===== src/logic/dma_regs_pkg.sv =====
// Purpose: constants shared by the channel pointer register block
// Assumes: byte addressing, one 32-bit word per register
// Notes:   channel count and identifier width are fixed here
package dma_regs_pkg;
    localparam int          CHANNELS         = 2;
    localparam int          PID_WIDTH        = 6;
    localparam int          COUNT_WIDTH      = 16;
    localparam int          IRQ_WIDTH        = 3;
    localparam logic [11:0] CHANNEL_STRIDE   = 12'h040;
    localparam logic [11:0] OFS_POINTER      = 12'h000;
    localparam logic [11:0] OFS_PSELECT      = 12'h004;
    localparam logic [11:0] OFS_COUNT        = 12'h008;
    localparam logic [11:0] OFS_PTR_RELOAD   = 12'h00c;
    localparam logic [11:0] OFS_CNT_RELOAD   = 12'h010;
    localparam logic [11:0] OFS_COMMAND      = 12'h014;
    localparam logic [11:0] OFS_CONFIG       = 12'h018;
    localparam logic [11:0] OFS_STATE        = 12'h01c;
    localparam logic [11:0] OFS_IRQ_SET      = 12'h020;
    localparam logic [11:0] OFS_IRQ_CLEAR    = 12'h024;
    localparam logic [11:0] OFS_IRQ_VIEW     = 12'h028;
    localparam logic [11:0] OFS_IRQ_FLAGS    = 12'h02c;
    localparam logic [11:0] OFS_VERSION      = 12'h834;
    localparam int          CMD_ENABLE_BIT   = 0;
    localparam int          CMD_DISABLE_BIT  = 1;
    localparam int          CMD_ERRCLR_BIT   = 8;
    localparam int          CFG_SIZE_LSB     = 0;
    localparam int          CFG_RING_BIT     = 3;
    localparam int          STATE_ENABLE_BIT = 0;
    localparam int          IRQ_RCZ_BIT      = 0;
    localparam int          IRQ_TRC_BIT      = 1;
    localparam int          IRQ_TERR_BIT     = 2;
    localparam logic [1:0]  SIZE_BYTE        = 2'h0;
    localparam logic [1:0]  SIZE_HALF        = 2'h1;
    localparam logic [31:0] STEP_BYTE        = 32'h0000_0001;
    localparam logic [31:0] STEP_HALF        = 32'h0000_0002;
    localparam logic [31:0] STEP_WORD        = 32'h0000_0004;
    localparam logic [31:0] POINTER_RESET    = 32'h0000_0000;
    localparam logic [15:0] COUNT_RESET      = 16'h0000;
    localparam logic [31:0] WORD_RESET       = 32'h0000_0000;
    // arbitrary defaults, the real ones are set per build
    localparam logic [31:0] PSELECT_RESET    = 32'h0000_0000;
    localparam logic [31:0] VERSION_RESET    = 32'h0000_0100;
endpackage


===== src/logic/dma_channel_pointer_regs.sv =====
// Purpose: per-channel pointer, count and reload registers of a peripheral DMA
// Assumes: Avalon-MM slave with waitrequest, byte address, synchronous reset
// Notes:   partner pulses done or error once per item while request is high
`timescale 1ns/1ns
`default_nettype none
module dma_channel_pointer_regs #(
    parameter logic [31:0] PSELECT_INIT = dma_regs_pkg::PSELECT_RESET,
    parameter logic [31:0] VERSION_INIT = dma_regs_pkg::VERSION_RESET
) (
    input  wire logic                                clock,
    input  wire logic                                reset,
    input  wire logic [11:0]                         address,
    input  wire logic                                read,
    input  wire logic                                write,
    input  wire logic [31:0]                         writedata,
    input  wire logic [3:0]                          byteenable,
    output logic      [31:0]                         readdata,
    output logic                                     waitrequest,
    input  wire logic [dma_regs_pkg::CHANNELS-1:0]   xferDone,
    input  wire logic [dma_regs_pkg::CHANNELS-1:0]   xferError,
    output logic      [dma_regs_pkg::CHANNELS-1:0]   xferRequest,
    output logic      [31:0]                         memAddress [dma_regs_pkg::CHANNELS],
    output logic      [dma_regs_pkg::PID_WIDTH-1:0]  peripheralId [dma_regs_pkg::CHANNELS],
    output logic      [1:0]                          xferSize [dma_regs_pkg::CHANNELS],
    output logic                                     irq
);
    localparam int CH = dma_regs_pkg::CHANNELS;

    logic [31:0] pointer_reg [CH];
    logic [15:0] count_reg [CH];
    logic [31:0] ptrReload_reg [CH];
    logic [15:0] cntReload_reg [CH];
    logic [31:0] pselect_reg [CH];
    logic [1:0]  size_reg [CH];
    logic        ring_reg [CH];
    logic        enabled_reg [CH];
    logic        error_reg [CH];
    logic [2:0]  irqMask_reg [CH];
    logic [2:0]  irqFlags_reg [CH];
    logic [CH-1:0] request_reg;
    logic        irq_reg;
    logic        wait_reg;
    logic [31:0] readdata_reg;
    logic [31:0] readdata_next;
    logic [11:0] chanIdx;
    logic [11:0] regOfs;
    logic        inChannel;
    logic        wrAcc;
    logic [CH-1:0] chanSel;
    logic [CH-1:0] doneOk;
    logic [CH-1:0] reloadNow;
    logic [31:0] step [CH];

    function automatic logic [31:0] mergeBytes(input logic [31:0] old, input logic [31:0] wd,
                                                input logic [3:0] be);
        logic [31:0] res;
        res = old;
        for (int b = 0; b < 4; b++) begin
            if (be[b]) begin
                res[b*8 +: 8] = wd[b*8 +: 8];
            end
        end
        return res;
    endfunction

    assign chanIdx   = address / dma_regs_pkg::CHANNEL_STRIDE;
    assign regOfs    = address % dma_regs_pkg::CHANNEL_STRIDE;
    assign inChannel = chanIdx < 12'(CH);
    assign wrAcc     = write && !wait_reg;

    always_comb begin
        for (int i = 0; i < CH; i++) begin
            chanSel[i]   = inChannel && (chanIdx == 12'(i));
            doneOk[i]    = xferDone[i] && request_reg[i] && (count_reg[i] != 16'h0000);
            reloadNow[i] = (count_reg[i] == 16'h0000) && (cntReload_reg[i] != 16'h0000);
            case (size_reg[i])
                dma_regs_pkg::SIZE_BYTE: step[i] = dma_regs_pkg::STEP_BYTE;
                dma_regs_pkg::SIZE_HALF: step[i] = dma_regs_pkg::STEP_HALF;
                default:                 step[i] = dma_regs_pkg::STEP_WORD;
            endcase
        end
    end

    // pointer, count and their reload values
    always_ff @(posedge clock) begin
        for (int i = 0; i < CH; i++) begin
            if (reset) begin
                pointer_reg[i]   <= dma_regs_pkg::POINTER_RESET;
                count_reg[i]     <= dma_regs_pkg::COUNT_RESET;
                ptrReload_reg[i] <= dma_regs_pkg::WORD_RESET;
                cntReload_reg[i] <= dma_regs_pkg::COUNT_RESET;
            end else begin
                if (doneOk[i]) begin
                    pointer_reg[i] <= pointer_reg[i] + step[i];
                    count_reg[i]   <= count_reg[i] - 16'h0001;
                end else if (reloadNow[i]) begin
                    pointer_reg[i] <= ptrReload_reg[i];
                    count_reg[i]   <= cntReload_reg[i];
                    if (!ring_reg[i]) begin
                        ptrReload_reg[i] <= dma_regs_pkg::WORD_RESET;
                        cntReload_reg[i] <= dma_regs_pkg::COUNT_RESET;
                    end
                end
                if (wrAcc && chanSel[i] && regOfs == dma_regs_pkg::OFS_POINTER) begin
                    pointer_reg[i] <= mergeBytes(pointer_reg[i], writedata, byteenable);
                end
                // only the low half is stored
                if (wrAcc && chanSel[i] && regOfs == dma_regs_pkg::OFS_COUNT) begin
                    count_reg[i] <= 16'(mergeBytes({16'h0000, count_reg[i]}, writedata, byteenable));
                end
                if (wrAcc && chanSel[i] && regOfs == dma_regs_pkg::OFS_PTR_RELOAD) begin
                    ptrReload_reg[i] <= mergeBytes(ptrReload_reg[i], writedata, byteenable);
                end
                if (wrAcc && chanSel[i] && regOfs == dma_regs_pkg::OFS_CNT_RELOAD) begin
                    cntReload_reg[i] <= 16'(mergeBytes({16'h0000, cntReload_reg[i]}, writedata, byteenable));
                    if (count_reg[i] == 16'h0000 && !doneOk[i] &&
                        16'(mergeBytes({16'h0000, cntReload_reg[i]}, writedata, byteenable)) != 16'h0000) begin
                        count_reg[i]   <= 16'(mergeBytes({16'h0000, cntReload_reg[i]}, writedata, byteenable));
                        pointer_reg[i] <= ptrReload_reg[i];
                        if (!ring_reg[i]) begin
                            ptrReload_reg[i] <= dma_regs_pkg::WORD_RESET;
                            cntReload_reg[i] <= dma_regs_pkg::COUNT_RESET;
                        end
                    end
                end
            end
        end
    end

    // peripheral selection and mode
    always_ff @(posedge clock) begin
        for (int i = 0; i < CH; i++) begin
            if (reset) begin
                pselect_reg[i] <= PSELECT_INIT;
                size_reg[i]    <= dma_regs_pkg::SIZE_BYTE;
                ring_reg[i]    <= 1'b0;
            end else begin
                // identifier field from bit 0, width by build
                if (wrAcc && chanSel[i] && regOfs == dma_regs_pkg::OFS_PSELECT) begin
                    pselect_reg[i] <= mergeBytes(pselect_reg[i], writedata, byteenable)
                        & {{(32-dma_regs_pkg::PID_WIDTH){1'b0}}, {dma_regs_pkg::PID_WIDTH{1'b1}}};
                end
                if (wrAcc && chanSel[i] && regOfs == dma_regs_pkg::OFS_CONFIG) begin
                    size_reg[i] <= writedata[dma_regs_pkg::CFG_SIZE_LSB +: 2];
                    ring_reg[i] <= writedata[dma_regs_pkg::CFG_RING_BIT];
                end
            end
        end
    end

    // enable and error state
    always_ff @(posedge clock) begin
        for (int i = 0; i < CH; i++) begin
            if (reset) begin
                enabled_reg[i] <= 1'b0;
                error_reg[i]   <= 1'b0;
            end else begin
                if (wrAcc && chanSel[i] && regOfs == dma_regs_pkg::OFS_COMMAND) begin
                    if (writedata[dma_regs_pkg::CMD_DISABLE_BIT]) begin
                        enabled_reg[i] <= 1'b0;
                    end else if (writedata[dma_regs_pkg::CMD_ENABLE_BIT]) begin
                        enabled_reg[i] <= 1'b1;
                    end
                    if (writedata[dma_regs_pkg::CMD_ERRCLR_BIT]) begin
                        error_reg[i] <= 1'b0;
                    end
                end
                // a new error wins over a clear in the same cycle
                if (xferError[i] && request_reg[i]) begin
                    error_reg[i] <= 1'b1;
                end
            end
        end
    end

    // request while enabled, error free and items remain
    always_ff @(posedge clock) begin
        for (int i = 0; i < CH; i++) begin
            if (reset) begin
                request_reg[i] <= 1'b0;
            end else begin
                request_reg[i] <= enabled_reg[i] && !error_reg[i] && count_reg[i] != 16'h0000;
            end
        end
    end

    // sticky interrupt flags, mask and the shared line
    always_ff @(posedge clock) begin
        if (reset) begin
            for (int i = 0; i < CH; i++) begin
                irqMask_reg[i]  <= 3'h0;
                irqFlags_reg[i] <= 3'h0;
            end
            irq_reg <= 1'b0;
        end else begin
            irq_reg <= 1'b0;
            for (int i = 0; i < CH; i++) begin
                if (wrAcc && chanSel[i] && regOfs == dma_regs_pkg::OFS_IRQ_SET) begin
                    irqMask_reg[i] <= irqMask_reg[i] | writedata[2:0];
                end else if (wrAcc && chanSel[i] && regOfs == dma_regs_pkg::OFS_IRQ_CLEAR) begin
                    irqMask_reg[i] <= irqMask_reg[i] & ~writedata[2:0];
                end
                irqFlags_reg[i] <= (irqFlags_reg[i] &
                    ~((wrAcc && chanSel[i] && regOfs == dma_regs_pkg::OFS_IRQ_FLAGS) ? writedata[2:0] : 3'h0))
                    | {xferError[i] && request_reg[i],
                       count_reg[i] == 16'h0000 && cntReload_reg[i] == 16'h0000,
                       cntReload_reg[i] == 16'h0000};
                if ((irqFlags_reg[i] & irqMask_reg[i]) != 3'h0) begin
                    irq_reg <= 1'b1;
                end
            end
        end
    end

    // read mux, unmapped words read as zero
    always_comb begin
        readdata_next = 32'h0000_0000;
        if (address == dma_regs_pkg::OFS_VERSION) begin
            readdata_next = VERSION_INIT;
        end else begin
            for (int i = 0; i < CH; i++) begin
                if (chanSel[i]) begin
                    case (regOfs)
                        dma_regs_pkg::OFS_POINTER:    readdata_next = pointer_reg[i];
                        dma_regs_pkg::OFS_PSELECT:    readdata_next = pselect_reg[i];
                        dma_regs_pkg::OFS_COUNT:      readdata_next = {16'h0000, count_reg[i]};
                        dma_regs_pkg::OFS_PTR_RELOAD: readdata_next = ptrReload_reg[i];
                        dma_regs_pkg::OFS_CNT_RELOAD: readdata_next = {16'h0000, cntReload_reg[i]};
                        dma_regs_pkg::OFS_CONFIG:     readdata_next = {28'h0, ring_reg[i], 1'b0, size_reg[i]};
                        dma_regs_pkg::OFS_STATE:      readdata_next = {31'h0, enabled_reg[i]};
                        dma_regs_pkg::OFS_IRQ_VIEW:   readdata_next = {29'h0, irqMask_reg[i]};
                        dma_regs_pkg::OFS_IRQ_FLAGS:  readdata_next = {29'h0, irqFlags_reg[i]};
                        default:                      readdata_next = 32'h0000_0000;
                    endcase
                end
            end
        end
    end

    // one wait cycle per access, then one ready cycle
    always_ff @(posedge clock) begin
        if (reset) begin
            wait_reg     <= 1'b1;
            readdata_reg <= 32'h0000_0000;
        end else begin
            wait_reg <= !((read || write) && wait_reg);
            if (read && wait_reg) begin
                readdata_reg <= readdata_next;
            end
        end
    end

    assign readdata    = readdata_reg;
    assign waitrequest = wait_reg;
    assign xferRequest = request_reg;
    assign irq         = irq_reg;
    always_comb begin
        for (int i = 0; i < CH; i++) begin
            memAddress[i]   = pointer_reg[i];
            peripheralId[i] = pselect_reg[i][dma_regs_pkg::PID_WIDTH-1:0];
            xferSize[i]     = size_reg[i];
        end
    end

    property p_advance;
        @(posedge clock) disable iff (reset)
        doneOk[0] && !wrAcc |=> pointer_reg[0] == $past(pointer_reg[0]) + $past(step[0])
            && count_reg[0] == $past(count_reg[0]) - 16'h0001;
    endproperty
    a_advance: assert property (p_advance) else $error("pointer or count did not advance");

    property p_reload;
        @(posedge clock) disable iff (reset)
        reloadNow[0] && !doneOk[0] && !wrAcc |=> pointer_reg[0] == $past(ptrReload_reg[0])
            && count_reg[0] == $past(cntReload_reg[0]);
    endproperty
    a_reload: assert property (p_reload) else $error("reload not copied");

    property p_clear;
        @(posedge clock) disable iff (reset)
        reloadNow[0] && !doneOk[0] && !wrAcc |=> (ring_reg[0] ? cntReload_reg[0] == $past(cntReload_reg[0])
            : (cntReload_reg[0] == 16'h0000 && ptrReload_reg[0] == 32'h0));
    endproperty
    a_clear: assert property (p_clear) else $error("reload registers wrong after reload");

    property p_halt;
        @(posedge clock) disable iff (reset)
        count_reg[0] == 16'h0000 && cntReload_reg[0] == 16'h0000 && !wrAcc
            |=> !request_reg[0] && $stable(pointer_reg[0]) && $stable(ptrReload_reg[0]);
    endproperty
    a_halt: assert property (p_halt) else $error("idle channel changed or requested");

    property p_start;
        @(posedge clock) disable iff (reset)
        wrAcc && chanSel[0] && regOfs == dma_regs_pkg::OFS_COUNT && byteenable == 4'hf
            && writedata[15:0] != 16'h0 && enabled_reg[0] && !error_reg[0] |=> ##1 request_reg[0];
    endproperty
    a_start: assert property (p_start) else $error("channel did not start");

    property p_immediate;
        @(posedge clock) disable iff (reset)
        wrAcc && chanSel[0] && regOfs == dma_regs_pkg::OFS_CNT_RELOAD && byteenable == 4'hf
            && count_reg[0] == 16'h0 && writedata[15:0] != 16'h0 |=> count_reg[0] == $past(writedata[15:0])
            && pointer_reg[0] == $past(ptrReload_reg[0]);
    endproperty
    a_immediate: assert property (p_immediate) else $error("idle reload write not loaded");

    property p_reloadwrite;
        @(posedge clock) disable iff (reset)
        wrAcc && chanSel[0] && regOfs == dma_regs_pkg::OFS_PTR_RELOAD && byteenable == 4'hf
            |=> ptrReload_reg[0] == $past(writedata);
    endproperty
    a_reloadwrite: assert property (p_reloadwrite) else $error("pointer reload write lost");

    property p_reset;
        @(posedge clock)
        reset |=> pointer_reg[0] == 32'h0 && count_reg[0] == 16'h0 && pselect_reg[0] == PSELECT_INIT;
    endproperty
    a_reset: assert property (p_reset) else $error("reset values wrong");

    property p_version;
        @(posedge clock) disable iff (reset)
        read && !wait_reg && address == dma_regs_pkg::OFS_VERSION |-> readdata == VERSION_INIT;
    endproperty
    a_version: assert property (p_version) else $error("version read wrong");

    property p_countread;
        @(posedge clock) disable iff (reset)
        read && wait_reg && chanSel[0] && regOfs == dma_regs_pkg::OFS_COUNT
            |=> !waitrequest && readdata == {16'h0, $past(count_reg[0])};
    endproperty
    a_countread: assert property (p_countread) else $error("count read wrong");
endmodule
`default_nettype wire


===== config.mk =====
export PLATFORM = sky130hd
export DESIGN_NAME = dma_channel_pointer_regs
export DESIGN_NICKNAME = d
export VERILOG_FILES = /design/src/logic/dma_regs_pkg.sv /design/src/logic/dma_channel_pointer_regs.sv
export SDC_FILE = /design/constraint.sdc
export NUM_CORES = 1
export LEC_CHECK = 0
export ABC_CLOCK_PERIOD_IN_PS = 9000
export BUFFER_PORTS_ARGS = -buffer_cell sky130_fd_sc_hd__buf_2
export CELL_PAD_IN_SITES_DETAIL_PLACEMENT = 0
export CELL_PAD_IN_SITES_GLOBAL_PLACEMENT = 1
export CORE_MARGIN = 1.5
export CORE_UTILIZATION = 50
export DETAILED_ROUTE_END_ITERATION = 6
export PLACE_DENSITY = 0.95
export SYNTH_ARGS = -nofsm -noshare
export SYNTH_HDL_FRONTEND = slang
export SYNTH_SLANG_ARGS = --single-unit

===== constraint.sdc =====
create_clock -name clock -period 9 [get_ports clock]
set_clock_uncertainty 0.15 [all_clocks]
set_input_delay 1.8 -clock clock [delete_from_list [all_inputs] [get_ports clock]]
set_output_delay 1.8 -clock clock [all_outputs]
set_load 0.1 [all_outputs]

# --- Yosys cells after proc, flatten, opt, wreduce, memory -nomap -nowiden ---
# Memory sizes are Yosys's and may differ from the RTL's.
# Cells that the tools add are included.
totals:
  input_bits: 56
  latch_bits: 0
  output_inout_bits: 116
  memories: 11
  register_bits: 36
  elab_cells: 434
  ram_bits: 226
  romBits: 0
mem_list:
  columns: ["memory", "depth", "word_bits", "read_ports", "rd_clocked_by_memory_dff", "wr", "line_no", "rtl"]
  rows:
  - ["pointer_reg", 2, 32, 2, 0, 2, "dma_channel_pointer_regs.sv:29", "logic [31:0] pointer_reg [CH];"]
  - ["ptrReload_reg", 2, 32, 2, 0, 2, "dma_channel_pointer_regs.sv:31", "logic [31:0] ptrReload_reg [CH];"]
  - ["cntReload_reg", 2, 16, 2, 0, 2, "dma_channel_pointer_regs.sv:32", "logic [15:0] cntReload_reg [CH];"]
  - ["count_reg", 2, 16, 2, 0, 2, "dma_channel_pointer_regs.sv:30", "logic [15:0] count_reg [CH];"]
  - ["pselect_reg", 2, 6, 2, 0, 2, "dma_channel_pointer_regs.sv:33", "logic [31:0] pselect_reg [CH];"]
  - ["irqFlags_reg", 2, 3, 2, 0, 2, "dma_channel_pointer_regs.sv:39", "logic [2:0] irqFlags_reg [CH];"]
  - ["5 more memories", null, null, null, null, null, null, null]
classes:
  n_mux: 270
  addsub: 4
  shift: 0
  n_reduce_logical: 68
  order_cmp: 1
  bitwise: 61
  div_mod_pow: 0
  eq_ne: 15
  multipliers: 0
ops:
  columns: ["op", "n"]
  rows:
  - ["8-bit two-way mux", 84]
  - ["32-bit one-hot mux with 9 select lines", 2]
  - ["32-bit two-way mux", 17]
  - ["16-bit two-way mux", 14]
  - ["1-bit two-way mux", 133]
  - ["16-bit nonzero test", 6]
  - ["32-bit adder", 2]
  - ["16-bit zero test", 4]
  - ["6-bit two-way mux", 8]
  - ["1-bit bitwise OR", 48]
  - ["1-bit logical AND", 45]
  - ["16-bit by 1-bit subtractor with 16-bit output, second input constant", 2]
  - ["6-bit by 5-bit == test with 1-bit output, second input constant", 4]
  - ["6-bit == test, second input constant", 4]
  - ["12-bit zero test", 2]
  - ["3-bit two-way mux", 8]
  - ["3-bit AND", 6]
  - ["12-bit == test, second input constant", 1]
  - ["6-bit by 4-bit == test with 1-bit output, second input constant", 2]
  - ["3-bit bitwise OR", 4]
  - ["3-bit one-hot mux with 2 select lines", 2]
  - ["3-bit NOT", 3]
  - ["6-bit by 1-bit == test with 1-bit output, second input constant", 1]
  - ["6-bit by 3-bit == test with 1-bit output, second input constant", 1]
  - ["7 further kinds", 16]

# --- Logic depth before layout (Yosys ltp) ---
# Gate-level depths: netlist (run 1).
depth:
  word_depth: 13
  mapped_depth: 11
  depth_no_buf: 11

# --- Worst setup path before layout (run 1) ---
# OpenSTA, ideal clock, no wires.
synth_timing:
  path_type: "input-to-reg"
  start: "in address[10]"
  end: "mem ptrReload_reg[0][0], enable pin"
  path_slack_ps: 4308
  setup_time_ps: 375
  n_path_buf: 2
  t_arrival_ps: 4166
  cell_stages: 9
  cell_sequence: "or4_1 -> buf_2 -> nor4_4 -> nand4_2 -> or2_1 -> buf_6 -> a21oi_1 -> or3_1 -> a21boi_1"
synth_rtl:
  columns: ["element", "line_no", "rtl"]
  rows:
  - ["start: declaration", "dma_channel_pointer_regs.sv:12", "input wire logic [11:0] address,"]
  - ["end: declaration", "dma_channel_pointer_regs.sv:31", null]

==> results of run 1 <==
## kinds of logic after synthesis
kind of cell / count (synthesis) / share of synthesized area
fa+ha+maj: 12 / 0.0106
simple gates: 710 / 0.224
buf+inv: 130 / 0.0348
compound gates: 430 / 0.190
mux: 23 / 0.0147
flops: 262 / 0.477
xor+xnor: 86 / 0.0482
## path summary, 6_finish.rpt
| path | endpoint | cells past startpoint | from | slack (ps) |
|---|---|---|---|---|
| worst max register to register | pointer_reg[1][2] | 7 | count_reg[1][13] | 4680 |
| worst min-delay path | readdata[9] | 2 | readdata[9] | 310 |
| worst min register to register | readdata[9] | 2 | readdata[9] | 310 |
| worst max-delay path | pointer_reg[1][2] | 9 | address[1] | 3980 |
## cells in the mapped netlist, drive strengths merged, types with 24 or more instances
| library cell | instances |
|---|---|
| nand2 | 239 |
| edfxtp | 220 |
| nor2 | 158 |
| a22oi | 111 |
| a21oi | 108 |
| clkbuf | 84 |
| and2 | 66 |
| o21ai | 53 |
| nand3 | 48 |
| xnor2 | 48 |
| nor3 | 43 |
| dfxtp | 42 |
| xor2 | 38 |
| and3 | 36 |
| o22ai | 36 |
| nor4 | 31 |
| buf | 30 |
| a222oi | 28 |
| nand4 | 24 |
## final cells by class
| type | instances | share of cell area |
|---|---|---|
| inverter | 16 | 0.00340 |
| clock buffer | 31 | 0.0403 |
| timing repair buffer | 201 | 0.0611 |
| tap | 396 | 0.0280 |
| clock inverter | 21 | 0.0127 |
| sequential | 262 | 0.421 |
| multi-input combinational | 1261 | 0.433 |
## per-layer routing
layer,vias to the layer above,share of wire,global-route usage
met5,-,0,0
met2,1177,0.44,0.523
li1,6441,-,-
met1,7053,0.38,0.486
met4,0,0.035,0.104
met3,165,0.14,0.0780
## cell usage in the layout, fill, tap and decap left out, drive strengths merged, types with 12 or more instances in the layout
| cell | count |
|---|---|
| nand2 | 239 |
| edfxtp | 220 |
| buf | 201 |
| nor2 | 158 |
| a22oi | 111 |
| a21oi | 108 |
| and2 | 66 |
| o21ai | 53 |
| nand3 | 48 |
| xnor2 | 48 |
| nor3 | 43 |
| dfxtp | 42 |
| xor2 | 38 |
| and3 | 36 |
| o22ai | 36 |
| clkbuf | 31 |
| nor4 | 31 |
| a222oi | 28 |
| nand4 | 24 |
| mux2i | 23 |
| a211oi | 18 |
| nand2b | 17 |
| inv | 15 |
| clkinv | 15 |
| a221oi | 12 |
## per-stage QoR
step                worst slack [ps]  power, uW  area [sq um]  cells
floorplan                       4310       1650         15600   1653
global placement                3650       1750         16700   2136
detailed placement              3560       1760         16700   2136
CTS                             4130       2930         17700   2188
global route                    3930       3000         17700   2188
finish                          3980       2940         17700   2188
## report_power, final
group	internal (uW)	total (uW)	switching, uW
sequential	1350	1420	61.3
clock	687	1200	515
combinational	66.3	327	261
total	2110	2940	837
## tightest hold or removal path, delay by kind of cell (launching register included)
family | cells | cell delay [ps]
AOI/OAI and AO/OA | 1 | 50
and+or+nand+nor | 1 | 50
DFF | 1 | 310
==> impl_metrics.env, run 1 <==
export IMPL_drtIter0Drc=2465
export IMPL_vias_per_cell=6.78
export IMPL_fmax_mhz=199
export IMPL_synth_top_area_frac=0.423
export IMPL_peakVddDrop_v=0.000131
export IMPL_dieArea_sq_um=32300
export IMPL_cts_sink_count=262
export IMPL_clockRootBuffer="clkbuf_16"
export IMPL_overflow=0
export IMPL_cts_tree="yes"
export IMPL_cpMaxStageDelayCell="o21ai_1"
export IMPL_drt_pass1_iterations=7
export IMPL_n_fill_cell=2677
export IMPL_worstSetupStartpointType="primary input"
export IMPL_critPathKind="in2reg"
export IMPL_synth_fp_nets=1721
export IMPL_tightest_slew_ps=1130
export IMPL_synth_edff_count=220
export IMPL_areaGrowthSynthToFinish_pct=13.2
export IMPL_cts_hold_buf=0
export IMPL_crit_family="compound AO/OA/AOI/OAI gates"
export IMPL_post_drt_wl_per_cell_um=26.2
export IMPL_postCtsSetupRepairBufs=0
export IMPL_via_count=14800
export IMPL_clock_latency_ps=570
export IMPL_synth_main_ff_cell="edfxtp_1"
export IMPL_synth_cells=1653
export IMPL_synth_distinct_cells=81
export IMPL_die_w_um=180
export IMPL_finalSetupTns_ps=0
export IMPL_whs_ps=313
export IMPL_pwr_density_cell_nw_per_um2=166
export IMPL_antenna_found_initial=2
export IMPL_rows=64
export IMPL_remaining_drc_errors=0
export IMPL_numPortBuffers=171
export IMPL_yosysSeqAreaShare=0.477
export IMPL_yosysTopAreaCell="edfxtp_1"
export IMPL_ys_ff_latch=262
export IMPL_max_slew_margin_rel=0.241
export IMPL_worst_path_buf_inv=3
export IMPL_cts_resized=0
export IMPL_rsz0062_at_grt="no"
export IMPL_post_route_period_util=0.557
export IMPL_synth_cell_area_sq_um=15600
export IMPL_grt_total_usage=0.343
export IMPL_ant_nets=0
export IMPL_status="finished, final reports clean"
export IMPL_hold_viol=0
export IMPL_worstPathArrival_ps=5050
export IMPL_core_area_sq_um=30700
export IMPL_cp_required_ps=9040
export IMPL_dp_hpwl_um=40800
export IMPL_drv_cap=0
export IMPL_io_pins=172
export IMPL_clockBufferDepth=3
export IMPL_globalplace_congestion=0.999
export IMPL_max_stage_delay_ps=690
export IMPL_yosys_warnings=0
export IMPL_critPathMaxFanout=38
export IMPL_antenna_cells=0
export IMPL_numCtsBuffers=28
export IMPL_grt_pass1_wl_um=85100
export IMPL_grt_max_degree=67
export IMPL_fp_dieH_um=180
export IMPL_path_cells="buf_2 > or4_1 > nor2_2 > buf_4 > nand3_1 > o21ai_1 > nor3_1 > buf_4 > a22oi_1"
export IMPL_htreeDepth=1
export IMPL_start_util=0.509
export IMPL_grt_pass1_vias=13600
export IMPL_hold_class="reg2reg"
export IMPL_cpMostUsedCell="buf_4"
export IMPL_multiInputGateArea_sq_um=7660
export IMPL_report_final_setup_viol=0
export IMPL_slew_violations=0
export IMPL_clk_pin_slew_ps=60
export IMPL_final_core_util=0.576
export IMPL_syn_avg_cell_area_sq_um=9.44
export IMPL_seq_area_sq_um=7450
export IMPL_power_leakage_uw=0.00648
export IMPL_fin_crit_ps=5020
export IMPL_async_flop_share=0
export IMPL_routed_wl_um=57300
export IMPL_layout_drive_gt1_share=0.161
export IMPL_nets=1838
export IMPL_worstSetupEndpointType="flip-flop"
export IMPL_synth_area_leaders="edfxtp_1 42%, nand2_1 5.7%, dfxtp_1 5.4%, a22oi_1 5.3%, nor2_1 3.6%"
Note: power is estimated with default switching activity, not from simulation.
==> inputs of run 2 (changes only) <==
ABC_CLOCK_PERIOD_IN_PS = 4100   (was 9000)
CORE_UTILIZATION = 42   (was 50)
PLACE_DENSITY = 0.88   (was 0.95)
clock period = 4.1 ns   (was 9 ns; I/O delays follow)
==> impl_metrics.env, run 2 (synthesis gave the netlist of run 1 again) <==
export IMPL_max_slew_margin_rel=0.188
export IMPL_routed_wl_um=59400
export IMPL_remaining_drc_errors=4
export IMPL_cpMaxStageDelayCell="nor4_1"
export IMPL_cts_hold_buf=0
export IMPL_hold_start="error_reg[1]"
export IMPL_critPathMaxFanout=8
export IMPL_max_stage_delay_ps=690
export IMPL_placed_cells=2263
export IMPL_nets=1893
export IMPL_grt_max_degree=44
export IMPL_cts_resized=0
export IMPL_drv_cap=0
export IMPL_combPwrFrac=0.113
export IMPL_hold_viol=0
export IMPL_power_leakage_uw=0.00678
export IMPL_overflow=0
export IMPL_htreeDepth=1
export IMPL_globalplace_congestion=0.991
export IMPL_worstSetupStartpointType="flip-flop"
export IMPL_r2r_start="count_reg[0][9]"
export IMPL_clk_pin_slew_ps=70
export IMPL_fp_dieH_um=196
export IMPL_final_common_cell="nand2_1"
export IMPL_sequentialPowerShare=0.470
export IMPL_ant_nets=0
export IMPL_dp_hpwl_um=44200
export IMPL_holdPathStages=1
export IMPL_pwr_density_cell_nw_per_um2=360
export IMPL_numPortBuffers=171
export IMPL_antenna_found_initial=4
export IMPL_failed_checks="design-rule violations"
export IMPL_via_count=15000
export IMPL_critPathKind="reg2reg"
export IMPL_worstSetupEndpointType="flip-flop"
export IMPL_vias_per_cell=6.46
export IMPL_swShare=0.290
export IMPL_r2r_cells=7
export IMPL_rsz0062_at_grt="no"
export IMPL_rows=70
export IMPL_report_final_setup_viol=0
export IMPL_clockBufferDepth=3
export IMPL_areaGrowthSynthToFinish_pct=17.0
export IMPL_postCtsSetupRepairBufs=0
export IMPL_post_route_period_util=0.879
export IMPL_io_pins=172
export IMPL_cp_required_ps=4250
export IMPL_cts_sink_count=262
export IMPL_layout_drive_gt1_share=0.189
export IMPL_drt_pass1_iterations=7
export IMPL_drtIter0Drc=2300
export IMPL_peakVddDrop_v=0.000353
export IMPL_status="finished with violations"
export IMPL_clockRootBuffer="clkbuf_16"
export IMPL_die_w_um=196
export IMPL_dieArea_sq_um=38300
export IMPL_slew_violations=0
export IMPL_worstPathArrival_ps=3760
export IMPL_hold_class="reg2reg"
export IMPL_final_cell_mix="238 x nand2_1, 220 x edfxtp_1, 171 x buf_2, 146 x nor2_1, 111 x a22oi_1"
export IMPL_path_cells="or4_1 > nor3b_2 > nand2_1 > nor4_1 > a21oi_1 > o21ai_0 > nor2_1"
export IMPL_intPower_uw=4680
export IMPL_fmax_mhz=278
export IMPL_cp_startpoint="count_reg[0][9]"
export IMPL_start_util=0.426
export IMPL_grt_total_usage=0.302
export IMPL_post_drt_wl_per_cell_um=25.6
export IMPL_clkPwrFrac=0.417
export IMPL_grt_pass1_vias=14000
export IMPL_instances_no_fill=2320
export IMPL_numCtsBuffers=28
export IMPL_cts_tree="yes"
export IMPL_tightest_slew_ps=1220
export IMPL_clock_latency_ps=590
export IMPL_core_area_sq_um=36600
export IMPL_grt_pass1_wl_um=88300
export IMPL_finalSetupTns_ps=0
export IMPL_fin_crit_ps=3600
export IMPL_p_switching_uw=1910
## run 2: cell count changes in the layout (fill, tap and decap cells not counted), moves of 2 or more
cell,delta
buf_12,+3
buf_4,+52
clkbuf_1,-2
clkinv_1,-5
diode_2,+5
inv_6,+4
## run 2: worst paths after layout
| path | to | slack, ps |
|---|---|---|
| max reg2reg | count_reg[0][8] | 500 |
| min reg2reg | xferRequest[1] | 270 |
| min | xferRequest[1] | 270 |
| max | count_reg[0][8] | 500 |
## run 2: metal layers
metal | global-route usage | routed length (um)
met1 | 0.425 | 23800
met2 | 0.468 | 26800
met3 | 0.0495 | 6570
met4 | 0.112 | 2180
met5 | 0 | 0
## run 2: cell type report
type	count	area, sq um
multi-input combinational	1261	7660
clock inverter	22	256
inverter	16	60.1
fill	3398	18300
sequential	262	7450
tap	468	586
antenna	5	12.5
timing repair buffer	256	1530
clock buffer	30	718
## run 2: per-stage QoR
| stage | area [sq um] | utilization | hold WS (ps) | power (uW) | setup WS, ps |
|---|---|---|---|---|---|
| final | 18300 | 0.499 | 273 | 6590 | 497 |
| after global routing | 18300 | 0.499 | 317 | 6720 | 381 |
| after CTS | 18300 | 0.499 | 274 | 6560 | 608 |
| after detailed placement | 17300 | 0.472 | 266 | 3880 | 330 |
| after global placement | 17300 | 0.472 | 258 | 3870 | 349 |
| after floorplan | 15600 | - | 243 | 3610 | 388 |
## run 2: power groups by stage
stage          registers (uW)  clock network, uW  logic, uW
6_report                 3100               2740        744
4_1_cts                  3090               2740        733
2_1_floorplan            3360                  0        252
3_5_place_dp             3150                  0        729
3_3_place_gp             3150                  0        724
5_1_grt                  3110               2840        772
## run 2: worst max-delay path, delay by kind of cell, from the launching register on
family             cells  cell delay, ps
AOI/OAI and AO/OA      2             600
DFF                    1             470
and+or+nand+nor        5            2100
